**src/gpio_pkg.sv**
```systemverilog
// Package with constants and types of the general-purpose I/O ports
`default_nettype none

package gpio_pkg;

   // Port geometry
   localparam int NUM_PORTS = 7;
   localparam int PORT_W = 8;
   localparam int ADDR_W = 5;
   localparam int PIN_TOTAL = NUM_PORTS * PORT_W;

   // Implemented pins per port, entry 6 first; 49 pins in all
   localparam logic [NUM_PORTS-1:0][PORT_W-1:0] PORT_MASK = {
      8'h0f, 8'hff, 8'h1f, 8'hff, 8'hff, 8'hff, 8'hff};

   // Register offsets: data of port k at 2k, direction at 2k + 1
   localparam logic [ADDR_W-1:0] ADDR_PORT_BASE = 5'h00;
   localparam logic [ADDR_W-1:0] ADDR_PORT_LAST = 5'h0d;
   localparam logic [ADDR_W-1:0] ADDR_HIGH_ADDR = 5'h10;
   localparam logic [ADDR_W-1:0] ADDR_BUS_SEL = 5'h11;
   localparam logic [ADDR_W-1:0] ADDR_ANALOG = 5'h12;

   // Reset value of every register, and the all-ones pattern
   localparam logic [PORT_W-1:0] REG_RESET = 8'h00;
   localparam logic [PORT_W-1:0] ALL_ONES = 8'hff;

   // Ports that carry alternate functions
   localparam int PORT_HIGH_ADDR = 2;
   localparam int PORT_BUS_CTRL = 3;
   localparam int PORT_ANALOG = 5;

   // Bit positions in bus_control_pin_select
   localparam int SEL_CLK_BIT = 7;
   localparam int SEL_WAIT_BIT = 6;
   localparam int SEL_HOLD_BIT = 5;
   localparam int SEL_WRITE_BIT = 3;
   localparam logic [PORT_W-1:0] SEL_MASK = 8'he8;

   // Port 3 pins used by the external bus control signals
   localparam int PIN_WR_LOW = 2;
   localparam int PIN_WR_HIGH = 3;
   localparam int PIN_HOLD_REQ = 4;
   localparam int PIN_HOLD_ACK = 5;
   localparam int PIN_WAIT = 6;
   localparam int PIN_CLK = 7;

   // Drive of one port: level and output enable per pin
   typedef struct packed {
      logic [PORT_W-1:0] out;
      logic [PORT_W-1:0] oe;
   } gpio_pad_t;

   // Signals of the external bus controller routed to port 3
   typedef struct packed {
      logic wr_low;
      logic wr_high;
      logic hold_ack;
      logic clk;
   } gpio_busctl_t;

endpackage : gpio_pkg

`default_nettype wire

```
**src/gpio_ports.sv**
```systemverilog
// Seven general-purpose I/O ports with their alternate-function selection
`default_nettype none

module gpio_ports (
   // Clock and reset
   input wire logic i_sys_clk,
   input wire logic i_rst,
   // Register port
   input wire logic [gpio_pkg::ADDR_W-1:0] i_addr,
   input wire logic [gpio_pkg::PORT_W-1:0] i_wdata,
   input wire logic i_we,
   input wire logic i_re,
   output logic [gpio_pkg::PORT_W-1:0] o_rdata,
   // Pins
   input wire logic [gpio_pkg::NUM_PORTS-1:0][gpio_pkg::PORT_W-1:0] i_pin_in,
   output gpio_pkg::gpio_pad_t [gpio_pkg::NUM_PORTS-1:0] o_pad,
   // Peripheral functions sharing the pins
   input wire gpio_pkg::gpio_pad_t [gpio_pkg::NUM_PORTS-1:0] i_periph,
   output logic [gpio_pkg::NUM_PORTS-1:0][gpio_pkg::PORT_W-1:0] o_periph_in,
   // External bus controller
   input wire logic [gpio_pkg::PORT_W-1:0] i_ext_addr_high,
   input wire gpio_pkg::gpio_busctl_t i_busctl,
   output logic o_hold_request,
   output logic o_wait_request,
   // Analog input path
   output logic [gpio_pkg::PORT_W-1:0] o_analog_pin_enable
);

   localparam int NP = gpio_pkg::NUM_PORTS;
   localparam int PW = gpio_pkg::PORT_W;

   // Software-visible registers
   logic [NP-1:0][PW-1:0] port_value_reg;
   logic [NP-1:0][PW-1:0] port_direction;
   logic [PW-1:0] high_address_output_enable;
   logic [PW-1:0] bus_control_pin_select;
   logic [PW-1:0] analog_pin_enable;
   logic [NP-1:0][PW-1:0] next_port_value_reg;
   logic [NP-1:0][PW-1:0] next_port_direction;
   logic [PW-1:0] next_high_address_output_enable;
   logic [PW-1:0] next_bus_control_pin_select;
   logic [PW-1:0] next_analog_pin_enable;

   // Read path
   logic [PW-1:0] rdata;
   logic [PW-1:0] next_rdata;

   // Pin drive and sampled levels
   gpio_pkg::gpio_pad_t [NP-1:0] pad;
   gpio_pkg::gpio_pad_t [NP-1:0] next_pad;
   logic [NP-1:0][PW-1:0] periph_in;
   logic [NP-1:0][PW-1:0] next_periph_in;
   logic [NP-1:0][PW-1:0] pin_level;
   logic hold_request;
   logic next_hold_request;
   logic wait_request;
   logic next_wait_request;

   // Decoded register index
   logic [gpio_pkg::ADDR_W-2:0] port_index;
   logic port_hit;
   logic dir_select;

   // Pin levels pass three stages before anyone looks at them
   gpio_sync #(
      .WIDTH(gpio_pkg::PIN_TOTAL)
   ) u_sync (
      .i_sys_clk(i_sys_clk),
      .i_rst(i_rst),
      .i_async(i_pin_in),
      .o_level(pin_level)
   );

   // Port registers sit in pairs, so the low address bit picks direction
   assign port_index = i_addr[gpio_pkg::ADDR_W-1:1];
   assign dir_select = i_addr[0];
   assign port_hit = (i_addr >= gpio_pkg::ADDR_PORT_BASE) &&
      (i_addr <= gpio_pkg::ADDR_PORT_LAST);

   // Register writes; bits without a pin are never stored
   always_comb
   begin
      next_port_value_reg = port_value_reg;
      next_port_direction = port_direction;
      next_high_address_output_enable = high_address_output_enable;
      next_bus_control_pin_select = bus_control_pin_select;
      next_analog_pin_enable = analog_pin_enable;
      if (i_we)
      begin
         if (port_hit && !dir_select)
         begin
            next_port_value_reg[port_index] = i_wdata &
               gpio_pkg::PORT_MASK[port_index];
         end
         else if (port_hit && dir_select)
         begin
            next_port_direction[port_index] = i_wdata &
               gpio_pkg::PORT_MASK[port_index];
         end
         else if (i_addr == gpio_pkg::ADDR_HIGH_ADDR)
         begin
            next_high_address_output_enable = i_wdata;
         end
         else if (i_addr == gpio_pkg::ADDR_BUS_SEL)
         begin
            next_bus_control_pin_select = i_wdata &
               gpio_pkg::SEL_MASK;
         end
         else if (i_addr == gpio_pkg::ADDR_ANALOG)
         begin
            next_analog_pin_enable = i_wdata;
         end
      end
   end

   // Registers clear at reset: all pins inputs, alternates off
   always_ff @(posedge i_sys_clk)
   begin
      if (i_rst)
      begin
         port_value_reg <= '0;
         port_direction <= '0;
         high_address_output_enable <= gpio_pkg::REG_RESET;
         bus_control_pin_select <= gpio_pkg::REG_RESET;
         analog_pin_enable <= gpio_pkg::REG_RESET;
      end
      else
      begin
         port_value_reg <= next_port_value_reg;
         port_direction <= next_port_direction;
         high_address_output_enable <= next_high_address_output_enable;
         bus_control_pin_select <= next_bus_control_pin_select;
         analog_pin_enable <= next_analog_pin_enable;
      end
   end

   // Read mux: output pins show the stored bit, input pins their level
   always_comb
   begin
      next_rdata = gpio_pkg::REG_RESET;
      if (i_re)
      begin
         if (port_hit && !dir_select)
         begin
            next_rdata = ((port_direction[port_index] &
               port_value_reg[port_index]) |
               (~port_direction[port_index] &
               pin_level[port_index])) &
               gpio_pkg::PORT_MASK[port_index];
            if (port_index == gpio_pkg::PORT_ANALOG)
            begin
               // Analog pins would toggle digital reads, so they read 0
               next_rdata = next_rdata & ~analog_pin_enable;
            end
         end
         else if (port_hit && dir_select)
         begin
            next_rdata = port_direction[port_index];
         end
         else if (i_addr == gpio_pkg::ADDR_HIGH_ADDR)
         begin
            next_rdata = high_address_output_enable;
         end
         else if (i_addr == gpio_pkg::ADDR_BUS_SEL)
         begin
            next_rdata = bus_control_pin_select;
         end
         else if (i_addr == gpio_pkg::ADDR_ANALOG)
         begin
            next_rdata = analog_pin_enable;
         end
      end
   end

   // Read data stand for exactly one cycle after the strobe
   always_ff @(posedge i_sys_clk)
   begin
      if (i_rst)
      begin
         rdata <= gpio_pkg::REG_RESET;
      end
      else
      begin
         rdata <= next_rdata;
      end
   end

   // Pin owner per bit: address, bus control, analog, peripheral, port
   always_comb
   begin
      next_pad = '0;
      for (int p = 0; p < NP; p++)
      begin
         for (int b = 0; b < PW; b++)
         begin
            if (!gpio_pkg::PORT_MASK[p][b])
            begin
               // No pin behind this bit: stays undriven
               next_pad[p].out[b] = 1'b0;
               next_pad[p].oe[b] = 1'b0;
            end
            else if (p == gpio_pkg::PORT_HIGH_ADDR &&
               high_address_output_enable[b])
            begin
               next_pad[p].out[b] = i_ext_addr_high[b];
               next_pad[p].oe[b] = 1'b1;
            end
            else if (p == gpio_pkg::PORT_BUS_CTRL &&
               bus_control_pin_select[gpio_pkg::SEL_WRITE_BIT] &&
               (b == gpio_pkg::PIN_WR_LOW || b == gpio_pkg::PIN_WR_HIGH))
            begin
               next_pad[p].out[b] = (b == gpio_pkg::PIN_WR_LOW) ?
                  i_busctl.wr_low : i_busctl.wr_high;
               next_pad[p].oe[b] = 1'b1;
            end
            else if (p == gpio_pkg::PORT_BUS_CTRL &&
               bus_control_pin_select[gpio_pkg::SEL_HOLD_BIT] &&
               (b == gpio_pkg::PIN_HOLD_REQ || b == gpio_pkg::PIN_HOLD_ACK))
            begin
               // Request comes in, acknowledge goes out
               next_pad[p].out[b] = (b == gpio_pkg::PIN_HOLD_ACK) &
                  i_busctl.hold_ack;
               next_pad[p].oe[b] = (b == gpio_pkg::PIN_HOLD_ACK);
            end
            else if (p == gpio_pkg::PORT_BUS_CTRL &&
               bus_control_pin_select[gpio_pkg::SEL_WAIT_BIT] &&
               b == gpio_pkg::PIN_WAIT)
            begin
               next_pad[p].out[b] = 1'b0;
               next_pad[p].oe[b] = 1'b0;
            end
            else if (p == gpio_pkg::PORT_BUS_CTRL &&
               bus_control_pin_select[gpio_pkg::SEL_CLK_BIT] &&
               b == gpio_pkg::PIN_CLK)
            begin
               next_pad[p].out[b] = i_busctl.clk;
               next_pad[p].oe[b] = 1'b1;
            end
            else if (p == gpio_pkg::PORT_ANALOG && analog_pin_enable[b])
            begin
               // Driving an analog input would corrupt the conversion
               next_pad[p].out[b] = 1'b0;
               next_pad[p].oe[b] = 1'b0;
            end
            else if (i_periph[p].oe[b])
            begin
               next_pad[p].out[b] = i_periph[p].out[b];
               next_pad[p].oe[b] = 1'b1;
            end
            else
            begin
               next_pad[p].out[b] = port_value_reg[p][b];
               next_pad[p].oe[b] = port_direction[p][b];
            end
         end
      end
   end

   // Peripheral inputs and bus control inputs from filtered pins
   always_comb
   begin
      next_periph_in = pin_level & gpio_pkg::PORT_MASK;
      next_periph_in[gpio_pkg::PORT_ANALOG] =
         pin_level[gpio_pkg::PORT_ANALOG] & ~analog_pin_enable;
      next_hold_request =
         bus_control_pin_select[gpio_pkg::SEL_HOLD_BIT] &
         pin_level[gpio_pkg::PORT_BUS_CTRL][gpio_pkg::PIN_HOLD_REQ];
      next_wait_request =
         bus_control_pin_select[gpio_pkg::SEL_WAIT_BIT] &
         pin_level[gpio_pkg::PORT_BUS_CTRL][gpio_pkg::PIN_WAIT];
   end

   // Every output leaves from a flip-flop
   always_ff @(posedge i_sys_clk)
   begin
      if (i_rst)
      begin
         pad <= '0;
         periph_in <= '0;
         hold_request <= 1'b0;
         wait_request <= 1'b0;
      end
      else
      begin
         pad <= next_pad;
         periph_in <= next_periph_in;
         hold_request <= next_hold_request;
         wait_request <= next_wait_request;
      end
   end

   // Outputs
   assign o_rdata = rdata;
   assign o_pad = pad;
   assign o_periph_in = periph_in;
   assign o_hold_request = hold_request;
   assign o_wait_request = wait_request;
   assign o_analog_pin_enable = analog_pin_enable;

endmodule // gpio_ports

`default_nettype wire

```
**src/gpio_sync.sv**
```systemverilog
// Three-stage input synchroniser with agreement filter per bit
`default_nettype none

module gpio_sync #(
   parameter int WIDTH = 8
) (
   // Clock and reset
   input wire logic i_sys_clk,
   input wire logic i_rst,
   // Asynchronous levels in, filtered levels out
   input wire logic [WIDTH-1:0] i_async,
   output logic [WIDTH-1:0] o_level
);

   genvar g;

   // One chain per bit; the first stage feeds only the second
   generate
      for (g = 0; g < WIDTH; g++)
      begin : g_bit
         logic s1;
         logic s2;
         logic s3;
         logic level;
         logic next_level;

         // Level moves only when the two later stages agree
         always_comb
         begin
            next_level = level;
            if (s2 == s3)
            begin
               next_level = s3;
            end
         end

         always_ff @(posedge i_sys_clk)
         begin
            if (i_rst)
            begin
               s1 <= 1'b0;
               s2 <= 1'b0;
               s3 <= 1'b0;
               level <= 1'b0;
            end
            else
            begin
               s1 <= i_async[g];
               s2 <= s1;
               s3 <= s2;
               level <= next_level;
            end
         end

         assign o_level[g] = level;
      end
   endgenerate

endmodule // gpio_sync

`default_nettype wire

```
**config.mk**
```make
export PLATFORM = sky130hd
export DESIGN_NAME = gpio_ports
export DESIGN_NICKNAME = d
export VERILOG_FILES = /design/src/gpio_pkg.sv /design/src/gpio_ports.sv /design/src/gpio_sync.sv
export SDC_FILE = /design/constraint.sdc
export NUM_CORES = 1
export LEC_CHECK = 0
export BUFFER_PORTS_ARGS = -buffer_cell sky130_fd_sc_hd__buf_2
export CAP_MARGIN = 10
export CORE_MARGIN = 2
export CORE_UTILIZATION = 58
export DETAILED_ROUTE_END_ITERATION = 6
export GPL_TIMING_DRIVEN = 0
export PLACE_DENSITY = 0.84
export SYNTH_ARGS = -nofsm -noshare
export SYNTH_HDL_FRONTEND = slang
export SYNTH_SLANG_ARGS = --single-unit
```
**constraint.sdc**
```tcl
create_clock -name i_sys_clk -period 2.8 [get_ports i_sys_clk]
set_clock_uncertainty 0.15 [all_clocks]
set_input_delay 0.56 -clock i_sys_clk [delete_from_list [all_inputs] [get_ports i_sys_clk]]
set_output_delay 0.56 -clock i_sys_clk [all_outputs]
set_load 0.1 [all_outputs]
```
==> out/results.ini <==
[cells_and_area]
fin_area_um2 = 22040
postLayoutCoreUtil = 0.7188
area_growth_pct = 21.97
largest_reg_flops = 98
fin_nets = 2450
fillers = 2211
drive_gt1_frac = 0.2141

[critical_path]
crit_buf_inv = 4
critPathMostFrequentCell = clkbuf_1
slowest_delay_ns = 0.70
worstPathRequired_ns = 3.06
cp_max_fo = 10
path_cells = buf_2, clkbuf_1, clkbuf_1, clkbuf_1, nor2_1
path_class = in -> reg
end_kind = flip-flop
startpoint_type = input port
arrival_ns = 2.66
cpLargestDelayFamily = buffers and inverters
slowest_stage = clkbuf_1

[clock_network]
clk_pin_slew_ns = 0.06
clock-sinks = 513
cts-root-buf = clkbuf_16
htreeDepth = 2
cts_buffers = 49
hold_buffers = 0
clockBufferDepth = 3
cts_tree = built
insertion_delay_ns = 0.57
cts_setup_buffers = 0
cts_resized = 0

[global_routing]
grt_pass1_wl_um = 83320
grt.busiest_layer = met2
met1_usage = 0.4008
grt_max_degree = 16
first_global_vias = 14769
track_usage = 0.3292
overflow = 0
grt.met3_usage = 0.06265
use_met2 = 0.5652
antenna_found_initial = 5

[run_status]
status = completed

[hold_path]
hp-class = in -> reg

[timing]
drv_slew = 0
fin_crit_ns = 2.399
report.final.hold_viol_count = 0
holdWs_ns = 0.04919
relSlewSlack = 0.3400
clock.fmax_ghz = 0.4168
post-route-period-util = 0.8568
tightest_slew_ns = 0.9900
setup_viol = 0
rsz0062_at_grt = no

[route]
drt_iter0_drc = 1414
wl_um = 55720
viasPerCell = 5.588
wl_per_cell_um = 20.70
ant_nets = 0
dr.pass1.iters = 6
route.detailed.drc = 0
vias = 15042

[placement]
routabilityCongestion = 0.9154
postPlaceCellArea_um2 = 20350
dp_hpwl_um = 40760
io_buffers = 341

[synth]
synthCells = 1841
netlist_area_um2 = 18070
yosysSeqAreaShare = 0.5682
synthArstFlopShare = 0
synth.avg_cell_area_um2 = 9.817
synth_top_area_share = 0.5682
synth_ff_type = dfxtp_1
synth-seq-cells = 513
synth.area.top_cells = dfxtp_1 (57%), mux2i_1 (10%), nor2b_1 (7.4%), a21oi_1 (3.9%), nor2_1 (3.9%)
ys_warn_count = 0
yosys.area.top_type = dfxtp_1
synth.most_common_cell = dfxtp_1
synth_cell_types = 51
yosys-top-cells-count = dfxtp_1 (513), nor2b_1 (213), nor2_1 (188)
synth_edf_count = 0

[power]
power.leakage_uw = 0.009568
ir_drop_mv = 0.5746
power_density_nw_per_um2 = 727.5

[die]
initial_core_util = 0.5893
num_io_pins = 383
die_y_um = 180.5
die_area_um2 = 32590
rows = 64
core_um2 = 30670
dieWidth_um = 180.5

[run]
maxCapViolCount = 0

[area by class of cell]
cell class              count  area [um^2]  area share
inverters                  25        93.84    0.004257
clock inverters            24        291.5     0.01322
plain buffers             134        695.7     0.03156
well taps                 396        495.5     0.02248
multi-input cells        1189         7089      0.3216
repair buffers            341         1707     0.07742
diodes                      3        7.507   0.0003405
flip-flops and latches    513        10270      0.4659
clock buffers              67         1395     0.06328
[power by group]
part           switching, uW  internal (uW)  total, uW  leakage (uW)
logic                   1250            399       1650       0.00456
registers               72.4           7480       7550       0.00418
clock network           2840           3990       6830      0.000826
[layout by cell type (no fill, tap or decap), types with 4 or more instances in the layout]
cell type	instances
a21oi_1	142
a22oi_1	28
a31oi_1	4
a32o_1	4
and2_1	12
buf_1	5
buf_2	359
buf_4	27
buf_6	7
bufinv_16	5
clkbuf_1	85
clkbuf_16	50
clkbuf_8	8
clkinv_2	11
clkinvlp_4	4
conb_1	21
dfxtp_1	513
inv_1	25
mux2i_1	182
nand2_1	155
nand2b_1	4
nand3_1	61
nor2_1	188
nor2b_1	213
nor3_1	42
o21ai_0	66
o221ai_1	23
[per-stage QoR]
stage	setup WS (ns)	TNS (ns)	cells	total power (uW)
2_1_floorplan	0.7665	0	1861	8877
3_3_place_gp	-0.04792	-0.4885	2598	9309
3_5_place_dp	-0.05181	-0.2444	2598	9338
4_1_cts	0.4316	0	2689	16040
5_1_grt	0.3567	0	2690	16460
6_report	0.4010	0	2692	16040
[path summary, 6_finish.rpt]
| check | from | endpoint | slack [ns] | depth (start not counted) |
|---|---|---|---|---|
| setup / recovery | i_rst | port_value_reg[35] | 0.40 | 5 |
| hold / removal | i_pin_in[49] | u_sync.g_bit[49].s1 | 0.05 | 2 |
| setup reg to reg | u_sync.g_bit[17].level | o_rdata[1] | 0.96 | 5 |
| hold reg to reg | u_sync.g_bit[51].s1 | u_sync.g_bit[51].s2 | 0.29 | 1 |
[routing by layer]
layer / vias up / wire [um]
li1: 6988 / -
met1: 7118 / 21790
met5: - / 8
met2: 788 / 26890
met3: 146 / 4576
met4: 2 / 2462
[cell families after synthesis]
logic type	count (synthesis)	synth area share
DFF	513	0.5682
buffers and inverters	159	0.04368
and+or+nand+nor	703	0.1951
muxes	182	0.1008
other	1	0.0002075
AOI/OAI and AO/OA	283	0.09200
Power figures use the tool's default switching activity.
